[src/rtl/pldomc_pkg.sv]
// shared constants and types of the output macrocell configuration block
package pldomc_pkg;

  // ----------------------------------------
  // register byte offsets
  // ----------------------------------------
  localparam logic [7:0] ADDR_CTRL = 8'h00;
  localparam logic [7:0] ADDR_GLOBAL = 8'h04;
  localparam logic [7:0] ADDR_MCELL = 8'h08;
  localparam logic [7:0] ADDR_STATUS = 8'h0c;
  localparam logic [7:0] ADDR_PINS = 8'h10;

  // ----------------------------------------
  // field positions
  // ----------------------------------------
  localparam int unsigned CTRL_RUN_BIT = 0;
  localparam int unsigned GLB_SYNC_BIT = 0;
  localparam int unsigned GLB_ARCH_BIT = 1;
  localparam int unsigned MC_POL_LSB = 0;
  localparam int unsigned MC_DIR_LSB = 8;
  localparam int unsigned MC_DRV_LSB = 16;
  localparam int unsigned ST_RUN_BIT = 0;
  localparam int unsigned ST_MODE_LSB = 1;
  localparam int unsigned ST_BAD_BIT = 3;
  localparam int unsigned PIN_OUT_LSB = 0;
  localparam int unsigned PIN_OE_LSB = 8;
  localparam int unsigned PIN_FB_LSB = 16;

  // ----------------------------------------
  // reset values
  // ----------------------------------------
  localparam logic RST_RUN = 1'b0;
  localparam logic [1:0] RST_GLOBAL = 2'h1;
  localparam logic [7:0] RST_POL = 8'h00;
  localparam logic [7:0] RST_DIR = 8'h00;
  localparam logic [7:0] RST_DRV = 8'hff;

  // ----------------------------------------
  // bus answers and modes
  // ----------------------------------------
  localparam logic [1:0] RESP_OKAY = 2'h0;
  localparam logic [1:0] RESP_SLVERR = 2'h2;

  // code is {sync_mode_select, global_arch_select}
  typedef enum logic [1:0] {
    MODE_BAD = 2'b00,
    MODE_REG = 2'b01,
    MODE_SIMPLE = 2'b10,
    MODE_CPLX = 2'b11
  } pldomc_mode_t;

endpackage

[src/rtl/pldomc_top.sv]
// macrocell array with its configuration registers on an axi4-lite slave
//
// Behaviour
// [RULE1] two global bits pick one uniform mode
// [RULE2] two global plus three bits per cell
// [RULE3] sync 0, arch 1 gives registered mode
// [RULE4] sync 1, arch 1 gives complex mode
// [RULE5] sync 1, arch 0 gives simple mode
// [RULE6] polarity bit 0 low, 1 high active
// [RULE7] drive bit 1 totem pole, 0 open drain
// [RULE8] drive defaults to totem pole
// [RULE9] registered mode: direction picks register or io
// [RULE10] registered cells share clock and enable pins
// [RULE11] any cell registered or io, up to eight
// [RULE12] register sums eight terms, io seven
// [RULE13] complex: direction ignored, seven terms plus enable
// [RULE14] complex: outer cells are output only
// [RULE15] complex: dedicated pins ride outer feedback paths
// [RULE16] complex, simple: clock and enable pins are data
// [RULE17] simple: input or always enabled output
// [RULE18] simple: feedback via neighbour, centre cells output
// [RULE19] architecture bits static while running
`timescale 1ns/1ps
module pldomc_top #(
  parameter int NCELL = 8,
  parameter int AW = 8
) (
  input wire logic core_clk,
  input wire logic nrst,
  input wire logic ce,
  input wire logic [AW-1:0] s_axi_awaddr,
  input wire logic s_axi_awvalid,
  output logic s_axi_awready,
  input wire logic [31:0] s_axi_wdata,
  input wire logic [3:0] s_axi_wstrb,
  input wire logic s_axi_wvalid,
  output logic s_axi_wready,
  output logic [1:0] s_axi_bresp,
  output logic s_axi_bvalid,
  input wire logic s_axi_bready,
  input wire logic [AW-1:0] s_axi_araddr,
  input wire logic s_axi_arvalid,
  output logic s_axi_arready,
  output logic [31:0] s_axi_rdata,
  output logic [1:0] s_axi_rresp,
  output logic s_axi_rvalid,
  input wire logic s_axi_rready,
  input wire logic [NCELL-1:0] pin_i,
  output logic [NCELL-1:0] pin_o,
  output logic [NCELL-1:0] pin_oe,
  input wire logic clk_pin_i,
  input wire logic oe_pin_n_i,
  input wire logic [8*NCELL-1:0] pt_i,
  output logic [NCELL-1:0] fb_o,
  output logic arr_clk_o,
  output logic arr_oe_o
);

  // ----------------------------------------
  // elaboration check
  // ----------------------------------------
  generate
    if (NCELL < 4 || NCELL > 8 || (NCELL % 2) != 0 || AW < 5)
    begin : g_bad_param
      $error("pldomc_top: NCELL must be 4, 6 or 8 and AW at least 5");
    end
  endgenerate

  // ----------------------------------------
  // reset release
  // ----------------------------------------
  logic rst_s1_q;
  logic rst_n;

  // two-stage release of the asynchronous reset
  always_ff @(posedge core_clk or negedge nrst)
  begin
    if (!nrst)
    begin
      rst_s1_q <= 1'b0;
      rst_n <= 1'b0;
    end
    else
    begin
      rst_s1_q <= 1'b1;
      rst_n <= rst_s1_q;
    end
  end

  // ----------------------------------------
  // pin synchronisers
  // ----------------------------------------
  logic [NCELL-1:0] pin_s1_q;
  logic [NCELL-1:0] pin_s2_q;
  logic clk_s1_q;
  logic clk_s2_q;
  logic clk_prev_q;
  logic oe_s1_q;
  logic oe_s2_q;
  logic arr_clk_d;
  logic arr_oe_d;
  logic clk_rise;
  logic run_q;
  logic [1:0] act_glb_q;
  logic [23:0] act_mc_q;
  pldomc_pkg::pldomc_mode_t mode;

  assign mode = pldomc_pkg::pldomc_mode_t'({act_glb_q[pldomc_pkg::GLB_SYNC_BIT],
    act_glb_q[pldomc_pkg::GLB_ARCH_BIT]}); // RULE1 RULE3 RULE4 RULE5
  assign clk_rise = clk_s2_q & ~clk_prev_q;

  // dedicated pins reach the array only outside registered mode
  always_comb
  begin
    arr_clk_d = 1'b0;
    arr_oe_d = 1'b0;
    if (run_q && (mode == pldomc_pkg::MODE_CPLX ||
        mode == pldomc_pkg::MODE_SIMPLE)) // RULE10 RULE16
    begin
      arr_clk_d = clk_s2_q;
      arr_oe_d = oe_s2_q;
    end
  end

  // two flops per pin, third flop for clock pin edge
  always_ff @(posedge core_clk or negedge rst_n)
  begin
    if (!rst_n)
    begin
      pin_s1_q <= '0;
      pin_s2_q <= '0;
      clk_s1_q <= 1'b0;
      clk_s2_q <= 1'b0;
      clk_prev_q <= 1'b0;
      oe_s1_q <= 1'b1;
      oe_s2_q <= 1'b1;
      arr_clk_o <= 1'b0;
      arr_oe_o <= 1'b0;
    end
    else if (ce)
    begin
      pin_s1_q <= pin_i;
      pin_s2_q <= pin_s1_q;
      clk_s1_q <= clk_pin_i;
      clk_s2_q <= clk_s1_q;
      clk_prev_q <= clk_s2_q;
      oe_s1_q <= oe_pin_n_i;
      oe_s2_q <= oe_s1_q;
      arr_clk_o <= arr_clk_d;
      arr_oe_o <= arr_oe_d;
    end
  end

  // ----------------------------------------
  // axi4-lite write channel
  // ----------------------------------------
  logic aw_have_q, aw_have_d;
  logic w_have_q, w_have_d;
  logic [AW-1:0] aw_addr_q, aw_addr_d;
  logic [31:0] w_data_q, w_data_d;
  logic [3:0] w_strb_q, w_strb_d;
  logic awready_d, wready_d, bvalid_d;
  logic [1:0] bresp_d;
  logic wr_en;
  logic [7:0] wr_addr;
  logic [31:0] wr_mask;

  // address and data taken in either order, response after both
  always_comb
  begin
    aw_have_d = aw_have_q;
    w_have_d = w_have_q;
    aw_addr_d = aw_addr_q;
    w_data_d = w_data_q;
    w_strb_d = w_strb_q;
    bvalid_d = s_axi_bvalid;
    bresp_d = s_axi_bresp;
    wr_en = 1'b0;
    wr_addr = 8'(aw_addr_q);
    wr_mask = {{8{w_strb_q[3]}}, {8{w_strb_q[2]}},
      {8{w_strb_q[1]}}, {8{w_strb_q[0]}}};
    if (s_axi_bvalid && s_axi_bready)
    begin
      bvalid_d = 1'b0;
    end
    if (s_axi_awvalid && s_axi_awready)
    begin
      aw_have_d = 1'b1;
      aw_addr_d = s_axi_awaddr;
    end
    if (s_axi_wvalid && s_axi_wready)
    begin
      w_have_d = 1'b1;
      w_data_d = s_axi_wdata;
      w_strb_d = s_axi_wstrb;
    end
    if (aw_have_q && w_have_q && !s_axi_bvalid)
    begin
      wr_en = 1'b1;
      aw_have_d = 1'b0;
      w_have_d = 1'b0;
      bvalid_d = 1'b1;
      case (wr_addr)
        pldomc_pkg::ADDR_CTRL,
        pldomc_pkg::ADDR_GLOBAL,
        pldomc_pkg::ADDR_MCELL: bresp_d = pldomc_pkg::RESP_OKAY;
        default: bresp_d = pldomc_pkg::RESP_SLVERR;
      endcase
    end
    awready_d = ~aw_have_d & ~bvalid_d;
    wready_d = ~w_have_d & ~bvalid_d;
  end

  // write channel flops
  always_ff @(posedge core_clk or negedge rst_n)
  begin
    if (!rst_n)
    begin
      aw_have_q <= 1'b0;
      w_have_q <= 1'b0;
      aw_addr_q <= '0;
      w_data_q <= '0;
      w_strb_q <= '0;
      s_axi_awready <= 1'b0;
      s_axi_wready <= 1'b0;
      s_axi_bvalid <= 1'b0;
      s_axi_bresp <= pldomc_pkg::RESP_OKAY;
    end
    else if (ce)
    begin
      aw_have_q <= aw_have_d;
      w_have_q <= w_have_d;
      aw_addr_q <= aw_addr_d;
      w_data_q <= w_data_d;
      w_strb_q <= w_strb_d;
      s_axi_awready <= awready_d;
      s_axi_wready <= wready_d;
      s_axi_bvalid <= bvalid_d;
      s_axi_bresp <= bresp_d;
    end
  end

  // ----------------------------------------
  // configuration registers
  // ----------------------------------------
  logic run_d;
  logic [1:0] glb_q, glb_d, act_glb_d;
  logic [23:0] mc_q, mc_d, act_mc_d;
  logic [31:0] mc_wr;

  // shadow copies written by software, active copy frozen while running
  always_comb
  begin
    run_d = run_q;
    glb_d = glb_q;
    mc_d = mc_q;
    mc_wr = ({8'h00, mc_q} & ~wr_mask) | (w_data_q & wr_mask);
    if (wr_en && wr_addr == pldomc_pkg::ADDR_CTRL && w_strb_q[0])
    begin
      run_d = w_data_q[pldomc_pkg::CTRL_RUN_BIT];
    end
    if (wr_en && wr_addr == pldomc_pkg::ADDR_GLOBAL && w_strb_q[0])
    begin
      glb_d = w_data_q[1:0]; // RULE1 RULE2
    end
    if (wr_en && wr_addr == pldomc_pkg::ADDR_MCELL)
    begin
      mc_d = mc_wr[23:0]; // RULE2
    end
    act_glb_d = run_q ? act_glb_q : glb_q; // RULE19
    act_mc_d = run_q ? act_mc_q : mc_q; // RULE19
  end

  // configuration flops
  always_ff @(posedge core_clk or negedge rst_n)
  begin
    if (!rst_n)
    begin
      run_q <= pldomc_pkg::RST_RUN;
      glb_q <= pldomc_pkg::RST_GLOBAL;
      mc_q <= {pldomc_pkg::RST_DRV, pldomc_pkg::RST_DIR,
        pldomc_pkg::RST_POL}; // RULE8
      act_glb_q <= pldomc_pkg::RST_GLOBAL;
      act_mc_q <= {pldomc_pkg::RST_DRV, pldomc_pkg::RST_DIR,
        pldomc_pkg::RST_POL};
    end
    else if (ce)
    begin
      run_q <= run_d;
      glb_q <= glb_d;
      mc_q <= mc_d;
      act_glb_q <= act_glb_d;
      act_mc_q <= act_mc_d;
    end
  end

  // ----------------------------------------
  // axi4-lite read channel
  // ----------------------------------------
  logic arready_d, rvalid_d;
  logic [31:0] rdata_d;
  logic [1:0] rresp_d;
  logic [7:0] rd_addr;

  // one read at a time, data registered with the valid
  always_comb
  begin
    rd_addr = 8'(s_axi_araddr);
    rvalid_d = s_axi_rvalid;
    rdata_d = s_axi_rdata;
    rresp_d = s_axi_rresp;
    if (s_axi_rvalid && s_axi_rready)
    begin
      rvalid_d = 1'b0;
    end
    if (s_axi_arvalid && s_axi_arready)
    begin
      rvalid_d = 1'b1;
      rresp_d = pldomc_pkg::RESP_OKAY;
      rdata_d = 32'h0000_0000;
      case (rd_addr)
        pldomc_pkg::ADDR_CTRL:
          rdata_d[pldomc_pkg::CTRL_RUN_BIT] = run_q;
        pldomc_pkg::ADDR_GLOBAL:
          rdata_d[1:0] = glb_q;
        pldomc_pkg::ADDR_MCELL:
          rdata_d[23:0] = mc_q;
        pldomc_pkg::ADDR_STATUS:
        begin
          rdata_d[pldomc_pkg::ST_RUN_BIT] = run_q;
          rdata_d[pldomc_pkg::ST_MODE_LSB +: 2] = mode;
          rdata_d[pldomc_pkg::ST_BAD_BIT] = (mode == pldomc_pkg::MODE_BAD);
        end
        pldomc_pkg::ADDR_PINS:
        begin
          rdata_d[pldomc_pkg::PIN_OUT_LSB +: NCELL] = pin_o;
          rdata_d[pldomc_pkg::PIN_OE_LSB +: NCELL] = pin_oe;
          rdata_d[pldomc_pkg::PIN_FB_LSB +: NCELL] = fb_o;
        end
        default:
          rresp_d = pldomc_pkg::RESP_SLVERR;
      endcase
    end
    arready_d = ~rvalid_d;
  end

  // read channel flops
  always_ff @(posedge core_clk or negedge rst_n)
  begin
    if (!rst_n)
    begin
      s_axi_arready <= 1'b0;
      s_axi_rvalid <= 1'b0;
      s_axi_rdata <= 32'h0000_0000;
      s_axi_rresp <= pldomc_pkg::RESP_OKAY;
    end
    else if (ce)
    begin
      s_axi_arready <= arready_d;
      s_axi_rvalid <= rvalid_d;
      s_axi_rdata <= rdata_d;
      s_axi_rresp <= rresp_d;
    end
  end

  // ----------------------------------------
  // macrocell array
  // ----------------------------------------
  logic cell_en;

  assign cell_en = run_q & (mode != pldomc_pkg::MODE_BAD); // RULE1

  // one cell per output, outer cells carry the dedicated pins
  generate
    for (genvar i = 0; i < NCELL; i++)
    begin : g_cell
      localparam bit IS_OUTER = (i == 0) || (i == NCELL - 1);
      localparam bit IS_CENTER = (i == NCELL / 2 - 1) || (i == NCELL / 2);
      localparam int NBR = (i < NCELL / 2) ? i + 1 : i - 1;
      logic alt;
      assign alt = (i == 0) ? oe_s2_q : clk_s2_q; // RULE15
      pldomc_cell #(
        .OUTER(IS_OUTER),
        .CENTER(IS_CENTER)
      ) u_cell (
        .core_clk(core_clk),
        .rst_n(rst_n),
        .ce(ce),
        .en(cell_en),
        .mode(mode),
        .pol(act_mc_q[pldomc_pkg::MC_POL_LSB + i]), // RULE6
        .dir(act_mc_q[pldomc_pkg::MC_DIR_LSB + i]), // RULE9 RULE13
        .drive(act_mc_q[pldomc_pkg::MC_DRV_LSB + i]), // RULE7
        .pt(pt_i[8*i +: 8]),
        .pin_s(pin_s2_q[i]),
        .nbr_s(pin_s2_q[NBR]), // RULE18
        .alt_s(alt),
        .clk_rise(clk_rise), // RULE10
        .oe_n_s(oe_s2_q),
        .pin_o_q(pin_o[i]),
        .pin_oe_q(pin_oe[i]),
        .fb_q(fb_o[i]),
        .reg_q()
      );
    end
  endgenerate
endmodule // pldomc_top

[src/rtl/pldomc_cell.sv]
// one output macrocell: mode, polarity, drive and feedback selection
`timescale 1ns/1ps
module pldomc_cell #(
  parameter bit OUTER = 1'b0,
  parameter bit CENTER = 1'b0
) (
  input wire logic core_clk,
  input wire logic rst_n,
  input wire logic ce,
  input wire logic en,
  input wire pldomc_pkg::pldomc_mode_t mode,
  input wire logic pol,
  input wire logic dir,
  input wire logic drive,
  input wire logic [7:0] pt,
  input wire logic pin_s,
  input wire logic nbr_s,
  input wire logic alt_s,
  input wire logic clk_rise,
  input wire logic oe_n_s,
  output logic pin_o_q,
  output logic pin_oe_q,
  output logic fb_q,
  output logic reg_q
);

  logic sum8;
  logic sum7;
  logic dir_eff;
  logic val;
  logic oe;
  logic reg_d;
  logic fb_d;
  logic pin_o_d;
  logic pin_oe_d;
  logic go;

  // ----------------------------------------
  // macrocell next state
  // ----------------------------------------
  // sums, mode selection, polarity and drive
  always_comb
  begin
    sum8 = |pt;
    sum7 = |pt[6:0];
    dir_eff = CENTER ? 1'b0 : dir; // RULE18
    go = en & ce;
    reg_d = reg_q;
    val = 1'b0;
    oe = 1'b0;
    fb_d = 1'b0;
    case (mode)
      pldomc_pkg::MODE_REG:
      begin
        if (!dir) // RULE9 RULE11
        begin
          if (clk_rise)
          begin
            reg_d = sum8; // RULE12
          end
          val = reg_q ~^ pol; // RULE6
          oe = ~oe_n_s; // RULE10
          fb_d = reg_q;
        end
        else
        begin
          val = sum7 ~^ pol; // RULE12
          oe = pt[7];
          fb_d = pin_s;
        end
      end
      pldomc_pkg::MODE_CPLX:
      begin
        val = sum7 ~^ pol; // RULE13
        oe = pt[7]; // RULE13
        fb_d = OUTER ? alt_s : pin_s; // RULE14 RULE15
      end
      pldomc_pkg::MODE_SIMPLE:
      begin
        if (!dir_eff)
        begin
          val = sum8 ~^ pol; // RULE17
          oe = 1'b1; // RULE17
        end
        fb_d = CENTER ? 1'b0 : nbr_s; // RULE18
      end
      default:
      begin
        val = 1'b0;
      end
    endcase
    if (!en)
    begin
      oe = 1'b0;
      fb_d = 1'b0;
      reg_d = reg_q;
    end
    pin_o_d = drive ? val : 1'b0; // RULE7
    pin_oe_d = drive ? oe : (oe & ~val); // RULE7 RULE8
  end

  // macrocell flops
  always_ff @(posedge core_clk or negedge rst_n)
  begin
    if (!rst_n)
    begin
      reg_q <= 1'b0;
      fb_q <= 1'b0;
      pin_o_q <= 1'b0;
      pin_oe_q <= 1'b0;
    end
    else if (ce)
    begin
      reg_q <= reg_d;
      fb_q <= fb_d;
      pin_o_q <= pin_o_d;
      pin_oe_q <= pin_oe_d;
    end
  end

  generate
    if (OUTER)
    begin : g_outer_chk

    end
    if (CENTER)
    begin : g_center_chk

    end
  endgenerate
endmodule // pldomc_cell

[config.mk]
export PLATFORM = sky130hd
export DESIGN_NAME = pldomc_top
export DESIGN_NICKNAME = d
export VERILOG_FILES = /design/src/rtl/pldomc_pkg.sv /design/src/rtl/pldomc_top.sv /design/src/rtl/pldomc_cell.sv
export SDC_FILE = /design/constraint.sdc
export NUM_CORES = 1
export LEC_CHECK = 0
export BUFFER_PORTS_ARGS = -buffer_cell sky130_fd_sc_hd__buf_4
export CORE_MARGIN = 8
export CORE_UTILIZATION = 30
export CTS_CLUSTER_DIAMETER = 120
export DETAILED_ROUTE_END_ITERATION = 16
export GPL_TIMING_DRIVEN = 0
export SYNTH_ARGS = -nofsm -noshare
export SYNTH_HDL_FRONTEND = slang
export SYNTH_SLANG_ARGS = --single-unit
export TNS_END_PERCENT = 100
[constraint.sdc]
create_clock -name core_clk -period 7.55 [get_ports core_clk]
set_clock_uncertainty 0.15 [all_clocks]
set_input_delay 1.1325 -clock core_clk [delete_from_list [all_inputs] [get_ports core_clk]]
set_output_delay 1.1325 -clock core_clk [all_outputs]
set_load 0.03 [all_outputs]
==> Word level (Yosys, flattened, before mapping) <==
Index checks and enable logic that the tools add are counted.
{ "word_totals": {"ram_bits": 0, "ff_bits": 180, "output_inout_bits": 67, "elab_cells": 296, "inputBits": 134, "rom_bits": 0, "n_memories": 0, "latchBits": 0} }
{ "classes": {"add_sub_neg": 0, "n_lt_le_gt_ge": 0, "multipliers": 0, "n_bitwise": 63, "shift": 0, "n_eq_ne": 9, "n_reduce_logical": 54, "div_mod_pow": 0, "muxes": 109} }
{ "op_table": {"columns": ["cell", "count"], "rows": [
  ["$mux 1", 79],
  ["$pmux 1 s3", 22],
  ["$reduce_or 8->1", 8],
  ["$reduce_or 7->1", 8],
  ["$and 24x24->24", 2],
  ["$pmux 20 s2", 1],
  ["$reduce_and 5->1", 8],
  ["$eq 8x4->1 const B", 3],
  ["$not 24->24", 1],
  ["$or 24x24->24", 1],
  ["$xnor 1x1->1", 24],
  ["$not 1->1", 23],
  ["$eq 8x3->1 const B", 2],
  ["$logic_not 8->1", 2],
  ["$reduce_and 2->1", 8],
  ["$logic_and 1x1->1", 13],
  ["$and 1x1->1", 12],
  ["$eq 8x5->1 const B", 1],
  ["$pmux 1 s4", 2],
  ["$pmux 2 s3", 1],
  ["$reduce_or 5->1", 1],
  ["$eq 2x2->1 const B", 2],
  ["$mux 2", 2],
  ["$pmux 1 s2", 2],
  ["7 further kinds", 7]
]} }

==> Logic depth before layout (Yosys ltp) <==
Gate-level depths: netlist of run 1.
{ "logic_depth": {"ltp_word": 7, "depth_mapped": 8, "ltp_nobuf": 5} }

==> Modules after synthesis <==
Synthesis of run 1 repeated with hierarchy kept, for this count alone.
{ "unflattened": {"cells_unflattened": 757, "hier_area_um2": 8689.6} }
{ "modules_own_cells": {"columns": ["mod", "cells_per_inst", "seq_area_each_um2", "area_per_inst_um2", "n_inst"], "rows": [
  ["pldomc_top", 431, 3678.5, 5957.0, 1],
  ["pldomc_cell (g_cell[1].u_cell ...)", 43, 100.1, 360.3, 4],
  ["pldomc_cell (g_cell[0].u_cell ...)", 44, 100.1, 347.8, 2],
  ["pldomc_cell (g_cell[3].u_cell ...)", 33, 100.1, 297.8, 2]
]} }

==> Worst setup path before layout of run 1 <==
Ideal clock, no wire load.
{ "synth_timing": {"kind": "in2reg", "start": "in pt_i[2]", "end": "reg g_cell[0].u_cell.pin_o_q", "setup_slack_ps": 4528, "t_arrival_ps": 2807, "setup_time_ps": 66, "n_path_buf": 0, "path_stages": 5, "required_ps": 7334, "path_cell_list": "or4_4 or4_4 or4_1 o211ai_1 a31o_1"} }
{ "synth_via": {"elab_chain_cells": 5, "elab_cells_between_ends": 8, "cone_classes": "mux: 4; bitwise: 2; reduce/logical: 2"} }
{ "synth_rtl": {"columns": ["item", "line", "text"], "rows": [
  ["from (decl)", "pldomc_top.sv:53", "input wire logic [8*NCELL-1:0] pt_i,"],
  ["$reduce_or 8->1 or $reduce_or 7->1 (tied branches)", "pldomc_cell.sv:44, pldomc_cell.sv:45", null],
  ["$xnor 1x1->1, on equally long branches", "pldomc_cell.sv:82, pldomc_cell.sv:67, pldomc_cell.sv:74", null],
  ["$mux 1, on equally long branches", "pldomc_cell.sv:80, pldomc_cell.sv:55", null],
  ["$pmux 1 s3 *", "pldomc_cell.sv:52", "case (mode)"],
  ["$mux 1 *", "pldomc_cell.sv:98", "pin_o_d = drive ? val : 1'b0;"],
  ["to (signal assigned)", "pldomc_cell.sv:116", "pin_o_q <= pin_o_d;"],
  ["to (decl)", "pldomc_cell.sv:21", "output logic pin_o_q,"]
]} }
Every way passes the cells marked *; elsewhere a longest branch is shown, timed or not.
A chain may end at the register's enable or synchronous reset.

==> results of run 1 <==
==> metal layers <==
| metal | GRT usage | wire length, um |
|---|---|---|
| met5 | 0 | 0 |
| met4 | 0.0391 | 407 |
| met3 | 0.0386 | 2060 |
| met2 | 0.262 | 13000 |
| met1 | 0.215 | 12200 |
==> path summary, 6_finish.rpt <==
kind	depth (start not counted)	slack, ps	endpoint	start
max	6	4570	register	ce
min	0	200	rst_n	rst_s1_q
max reg2reg	8	4640	g_cell[0].u_cell.reg_q	act_glb_q[0]
min reg2reg	0	200	rst_n	rst_s1_q
max in group asynchronous	1	6100	oe_s1_q	rst_n
min in group asynchronous	0	270	w_data_q[15]	rst_n
==> logic make-up (layout without fill, tap and decap cells) <==
kind of cell	Yosys count	in the layout	synth area share
and+or+nand+nor	183	183	0.121
DFF	178	178	0.519
AOI/OAI and AO/OA	172	172	0.132
muxes	123	123	0.158
buffers and inverters	101	313	0.0590
xor gates and xnor gates	10	10	0.0101
other	2	11	0.000870
==> area by class of cell <==
cell class / instances / share of cell area
tap: 384 / 0.0433
buffer: 81 / 0.0391
clock buffer: 21 / 0.0415
inverter: 20 / 0.00676
clock inverter: 11 / 0.00935
sequential: 178 / 0.404
timing repair buffer: 180 / 0.125
multi-input combinational: 499 / 0.331
==> placed cells by master, fill, tap and decap left out, types with 22 or more instances in the layout <==
master | Yosys | final
o21ai_0 | 46 | 46
nand2_1 | 44 | 44
dfrtp_1 | 158 | 157
a22oi_1 | 25 | 25
buf_4 | 34 | 212
clkbuf_1 | 41 | 43
a21oi_1 | 22 | 22
mux2_2 | 108 | 108
nor2_1 | 37 | 37
==> worst register-to-register path, cell delays in order (launching register included) <==
cell      delay (ps)
dfstp_2          510
clkbuf_1         350
nand2b_1         160
buf_2            270
or4b_1           160
clkbuf_1         400
clkbuf_1         560
o21ai_0          160
o31ai_1           90
==> report_power, final <==
group          internal, W  leakage [nW]  total (W)  switching, W
sequential         0.00110          2.28    0.00121      0.000111
combinational     0.000214          2.38   0.000399      0.000186
clock             0.000473         0.262   0.000858      0.000384
total              0.00179          4.92    0.00247      0.000681
==> through the flow <==
step,total power [W],area (sq um),hold slack (ps),setup WS (ps),util
5_1_grt,0.00259,11100,228,4410,0.389
3_5_place_dp,0.00164,10500,193,4110,0.369
2_1_floorplan,0.00146,8670,181,2110,-
3_3_place_gp,0.00162,10500,185,-133,0.367
6_report,0.00247,11100,203,4570,0.389
4_1_cts,0.00250,11100,208,4550,0.389
==> reports/metrics.cfg, run 1 <==
[synth]
syn_inst = 769
yosysSeqAreaShare = 0.519
synth_area_leader_cell = dfrtp_1
yosysMostFrequentCell = dfrtp_1
synth_area_sq_um = 8630
synth_top_area_frac = 0.458
ys.flop_type = dfrtp_1
yosys-top-cells-count = dfrtp_1 (158), mux2_2 (108), o21ai_0 (46)
ys_seq_elements = 178
syn_area_per_cell_sq_um = 11.2
async_flop_share = 1.00
synth_area_leaders = dfrtp_1 (46%), mux2_2 (14%), dfstp_2 (6.1%), buf_4 (3.0%), o21ai_0 (2.7%)
netlist-cell-type-count = 56
ys_warn_count = 0
synth_edf_count = 0

[global_routing]
grt_first_pass_wirelength_mm = 41.9
antenna_found_initial = 0
grt_use_total = 0.162
grt_max_degree = 71
grt_pass1_vias = 6981
grt-ovfl-total = 0

[detailed_routing]
firstDrtPassIters = 5
detail-route-antenna-nets = 0
vias_per_cell = 4.94
drt_iter0_drc = 603
wl_per_cell_um = 20.2
num_vias = 6791
wl_mm = 27.7
drc = 0

[clock_tree]
cts_buffer_depth = 2
cts_inserted_buffers = 17
clk_latency_ps = 430
cts.hold.buffers_added = 0
clk_pin_slew_worst_paths_ps = 70
clock-root-buffer = clkbuf_16
htree_levels = 4
post_cts_buffers = 0
clock_sinks = 178
cts_resized = 0
cts_tree = yes

[power_and_ir_drop]
pwr_density_cell_nw_per_um2 = 222
p_leak_nw = 4.92
vdd_drop_max_mv = 0.132

[setup_path]
critPathBufInv = 1
critPathLaunchType = input pin
crit_type = in2reg
cp_slowest_cell = or4b_4
cp_top_family = simple AND/OR/NAND/NOR gates
crit_chain = buf_2, nand4b_1, or4b_4, nor3b_4, nand2_2, mux2_2
worst_ep_required_time_ps = 7710
cp_max_fo = 8
end_kind = register
cp_data_arrival_time_ps = 3140
max_stage_delay_ps = 610

[floorplan]
die_x_um = 186
core_area_sq_um = 28500
ios = 201
fp.dieH_um = 186
row_count = 62
start_util = 0.302
die-area_sq_um = 34500

[sta]
tns_ps = 0
drv_slew = 0
hold_viol = 0
rsz0062_at_grt = no
final-setup-viol-count = 0
worst-slew-pin-transition_ps = 899
slew_headroom = 0.395
fin_crit_ps = 2980
min_period_over_period = 0.394
max_freq_mhz = 336

[place]
hpwl_mm = 21.3
portBuffers = 178
place_inst = 1342
gp_congestion = 0.866

[cells_and_area]
drive_gt1_frac = 0.406
final.fill_count = 2902
antenna_cells = 0
seqCellArea_sq_um = 4480
fin_nets = 1111
finalNonFillerCells = 1374
area_growth_pct = 28.7
multi_input_area_sq_um = 3680

[flow_run]
cap_violations = 0

[status]
status = completed

[worst_hold_path]
hold_class = reg2reg

(Power assumes the default switching activity.)
==> run 2: changes to the inputs <==
==> constraint.sdc (replaced) <==
create_clock -name core_clk -period 2.6 [get_ports core_clk]
set_clock_uncertainty 0.15 [all_clocks]
set_input_delay 0.39 -clock core_clk [delete_from_list [all_inputs] [get_ports core_clk]]
set_output_delay 0.39 -clock core_clk [all_outputs]
set_load 0.03 [all_outputs]
==> reports/metrics.cfg, run 2 (synthesized netlist as in run 1, its figures left out) <==
[sta]
max_freq_mhz = 410
slew_headroom = 0.358
hold_viol = 0
worst-slew-pin-transition_ps = 954
hold_slack_ps = 30.2
final-setup-viol-count = 0
fin_crit_ps = 2440
min_period_over_period = 0.937
setup_slack_ps = 164
drv_slew = 0

[detailed_routing]
vias_per_cell = 4.92
wl_mm = 27.8
num_vias = 6761
wl_per_cell_um = 20.3
firstDrtPassIters = 8
detail-route-antenna-nets = 0
drc = 0
drt_iter0_drc = 522

[power_and_ir_drop]
vdd_drop_max_mv = 0.346
pwr_density_cell_nw_per_um2 = 662
p_leak_nw = 4.99
finalPower_w = 0.00742

[setup_path]
end_kind = register
critPathLaunchType = register
max_stage_delay_ps = 610
crit_chain = nand4b_1, or4b_4, nor3b_4, buf_12, nand2_2, mux2_1
worst_ep_required_time_ps = 2810
crit_type = reg2reg
cp_max_fo = 8
cp_slowest_cell = or4b_4
r2r_slack_ps = 160
cp_data_arrival_time_ps = 2650

[cells_and_area]
design_area_sq_um = 11200
mostFrequentLayoutCells = buf_4 (212), dfrtp_1 (157), mux2_2 (108)
antenna_cells = 0
final.fill_count = 2858
area_growth_pct = 29.7
drive_gt1_frac = 0.412
final_common_cell = buf_4
fin_nets = 1110

[clock_tree]
cts_tree = yes
clock-root-buffer = clkbuf_16
clock_sinks = 178
htree_levels = 4
clk_latency_ps = 440
cts_inserted_buffers = 17
cts_buffer_depth = 2
clk_pin_slew_worst_paths_ps = 70

[place]
pre_cts_ws_ps = -228
portBuffers = 178
placed_area_sq_um = 10500
gp_congestion = 0.891
hpwl_mm = 21.4

[floorplan]
ios = 201
die-area_sq_um = 34500
start_util = 0.302
row_count = 62
core_area_sq_um = 28500
fp.dieH_um = 186
die_x_um = 186

[global_routing]
grt_first_pass_wirelength_mm = 41.9
grt-ovfl-total = 0
grt_max_degree = 66
grt_use_total = 0.161
antenna_found_initial = 0
grt_pass1_vias = 7013

[flow_run]
cap_violations = 0

[worst_hold_path]
hold_class = in2reg

[status]
status = completed

==> run 2: cell count changes in the layout (fill, tap and decap cells not counted), sizes merged <==
cell,delta
buf,+1
bufinv,+2
dlygate4sd3,+1
clkinvlp,-3
clkinv,+1
clkbuf,-7
inv,+4
==> run 2: cell type report <==
cell class,count,area (sq um),area share
timing repair buffer,182,1420,0.127
multi-input combinational,499,3690,0.330
inverter,20,75.1,0.00670
clock inverter,15,199,0.0178
buffer,78,424,0.0379
clock buffer,17,425,0.0380
tap,384,480,0.0429
sequential,178,4480,0.400
==> run 2: routing by layer <==
metal / up-vias / global-route usage / share of wire
li1: 3159 / - / -
met1: 3365 / 0.210 / 0.44
met4: 0 / 0.0457 / 0.016
met3: 24 / 0.0332 / 0.064
met5: - / 0 / 0
met2: 213 / 0.267 / 0.48
==> run 2: what timing repair did <==
item / CTS / global route
hold buffers: 1 / 0
buffers inserted: 0 / 1
resized for setup: 3 / 1
pin swaps: 0 / 1
setup endpoints to repair: 15 / 37
endpoints found under the hold margin: 2 / 0
==> run 2: worst paths after layout <==
kind | startpoint | endpoint | cells after the start
min in group asynchronous | nrst | rst_n | 2
hold reg to reg | rst_s1_q | rst_n | 0
setup / recovery | s_axi_bvalid | register | 6
setup reg to reg | s_axi_bvalid | register | 6
max in group asynchronous | rst_n | oe_s1_q | 1
hold / removal | s_axi_wstrb[0] | w_strb_q[0] | 2
==> run 2: critical path, delay by kind of cell (launching register included) <==
kind	cells	cell delay (ps)
buf+inv	1	150
flops	1	410
mux	1	340
simple gates	4	1310
==> run 2: metrics by stage <==
| stage | std cells | util | TNS, ps |
|---|---|---|---|
| floorplan | 778 | - | 0 |
| global placement | 1340 | 0.367 | -13810 |
| detailed placement | 1342 | 0.369 | -2620 |
| CTS | 1373 | 0.392 | 0 |
| global route | 1373 | 0.392 | -11.0 |
| finish | 1373 | 0.392 | 0 |
==> run 2: power breakdown <==
| part | internal [W] | switching, W | leakage (nW) | total (W) |
|---|---|---|---|---|
| Combinational | 0.000622 | 0.000542 | 2.41 | 0.00116 |
| Clock | 0.00154 | 0.00118 | 0.300 | 0.00272 |
| Sequential | 0.00320 | 0.000332 | 2.28 | 0.00353 |
| Total | 0.00536 | 0.00205 | 4.99 | 0.00742 |
==> run 3: changes to the inputs <==
--- a/config.mk
+++ b/config.mk
@@ -5,6 +5,7 @@
 export SDC_FILE = /design/constraint.sdc
 export NUM_CORES = 1
 export LEC_CHECK = 0
+export ABC_CLOCK_PERIOD_IN_PS = 2600
 export BUFFER_PORTS_ARGS = -buffer_cell sky130_fd_sc_hd__buf_4
 export CORE_MARGIN = 8
 export CORE_UTILIZATION = 30
@@ -14,4 +15,3 @@
 export SYNTH_ARGS = -nofsm -noshare
 export SYNTH_HDL_FRONTEND = slang
 export SYNTH_SLANG_ARGS = --single-unit
-export TNS_END_PERCENT = 100
==> constraint.sdc (replaced) <==
create_clock -name core_clk -period 2.6 [get_ports core_clk]
set_clock_uncertainty 0.15 [all_clocks]
set_input_delay 0.39 -clock core_clk [delete_from_list [all_inputs] [get_ports core_clk]]
set_output_delay 0.39 -clock core_clk [all_outputs]
set_load 0.1 [all_outputs]
==> reports/metrics.cfg, run 3 (synthesized netlist as in run 1, its figures left out) <==
[power_and_ir_drop]
pwr_density_cell_nw_per_um2 = 686
vdd_drop_max_mv = 0.366
p_leak_nw = 5.00

[floorplan]
start_util = 0.302
row_count = 62
ios = 201
fp.dieH_um = 186
die_x_um = 186
core_area_sq_um = 28500
die-area_sq_um = 34500

[place]
portBuffers = 178
place_inst = 1342
hpwl_mm = 21.3
gp_congestion = 0.891

[setup_path]
cp-startpoint = run_q
cp_top_family = buffers and inverters
critPathBufInv = 2
max_stage_delay_ps = 680
r2r_start = run_q
critPathLaunchType = register
worst_ep_required_time_ps = 2760
cp_slowest_cell = buf_1
crit_type = reg2reg
crit_chain = nand2b_1, clkbuf_1, buf_1, mux2_2
cp_max_fo = 10
end_kind = register
cp_data_arrival_time_ps = 2630

[detailed_routing]
drt_iter0_drc = 489
firstDrtPassIters = 5
drc = 0
vias_per_cell = 5.00
wl_per_cell_um = 20.2
wl_mm = 27.7
detail-route-antenna-nets = 0
num_vias = 6865

[sta]
min_period_over_period = 0.948
fin_crit_ps = 2460
hold_slack_ps = 31.8
rsz0062_at_grt = no
tns_ps = 0
worst-slew-pin-transition_ps = 909
final-setup-viol-count = 0
slew_headroom = 0.388
hold_viol = 0
drv_slew = 0
max_freq_mhz = 406

[worst_hold_path]
hold_class = in2reg
hp-start = s_axi_awaddr[0]

[global_routing]
antenna_found_initial = 2
top_usage_layer = met2
met1_usage = 0.210
grtUsageMet2 = 0.261
grt_use_total = 0.161
use_met3 = 0.0406
grt_max_degree = 70
grt_first_pass_wirelength_mm = 41.8
grt_pass1_vias = 6995
grt-ovfl-total = 0

[cells_and_area]
fin_util = 0.393
mostFrequentLayoutCells = buf_4 (212), dfrtp_1 (156), mux2_2 (108)
fin_nets = 1110
finalNonFillerCells = 1374
final_common_cell = buf_4
area_growth_pct = 30.0
drive_gt1_frac = 0.414
final.fill_count = 2873
multi_input_area_sq_um = 3690
seqCellArea_sq_um = 4480

[clock_tree]
clock-root-buffer = clkbuf_16
cts_buffer_depth = 2
cts_inserted_buffers = 17
htree_levels = 4
cts_tree = yes
clk_latency_ps = 430
clock_sinks = 178
clk_pin_slew_worst_paths_ps = 70

[flow_run]
cap_violations = 0

[status]
status = completed

run 3: worst paths after layout:
kind / end / slack, ps / depth (start not counted)
worst max-delay path: act_mc_q[14] / 140 / 4
worst min-delay path: aw_addr_q[0] / 30 / 2
worst max register to register: act_mc_q[14] / 140 / 4
worst min register to register: w_data_q[15] / 190 / 0
max in group asynchronous: oe_s1_q / 960 / 2
min in group asynchronous: rst_n / 110 / 2
run 3: what timing repair did:
| action | CTS | global route |
|---|---|---|
| resized for setup | 3 | 3 |
| pin swaps | 0 | 1 |
| setup endpoints to repair | 16 | 37 |
| buffers inserted | 0 | 1 |
| hold buffers | 1 | 0 |
| endpoints found under the hold margin | 2 | 0 |
| gates cloned | 0 | 0 |
run 3: routing by layer:
layer / vias to the layer above / wire [um] / share of wire
li1: 3159 / - / -
met1: 3420 / 12000 / 0.43
met2: 252 / 13000 / 0.47
met3: 32 / 2170 / 0.078
met4: 2 / 485 / 0.018
met5: - / 13 / 0.00047
run 3: cell type report:
cell class,instances,area share
sequential,178,0.400
tap,384,0.0428
timing repair buffer,182,0.127
clock buffer,20,0.0416
buffer,78,0.0379
multi-input combinational,499,0.329
clock inverter,12,0.0154
antenna,1,0.000223
inverter,20,0.00669
run 3: per-stage QoR:
step	instance area, sq um	power (W)	setup WS (ps)
6_report	11200	0.00770	136
4_1_cts	11200	0.00777	4.94
3_5_place_dp	10500	0.00499	-248
2_1_floorplan	8670	0.00448	140
3_3_place_gp	10500	0.00494	-291
5_1_grt	11200	0.00803	24.2
run 3: report_power, final:
part / internal [W] / switching [W]
logic: 0.000623 / 0.000773
registers: 0.00320 / 0.000334
clock network: 0.00161 / 0.00116
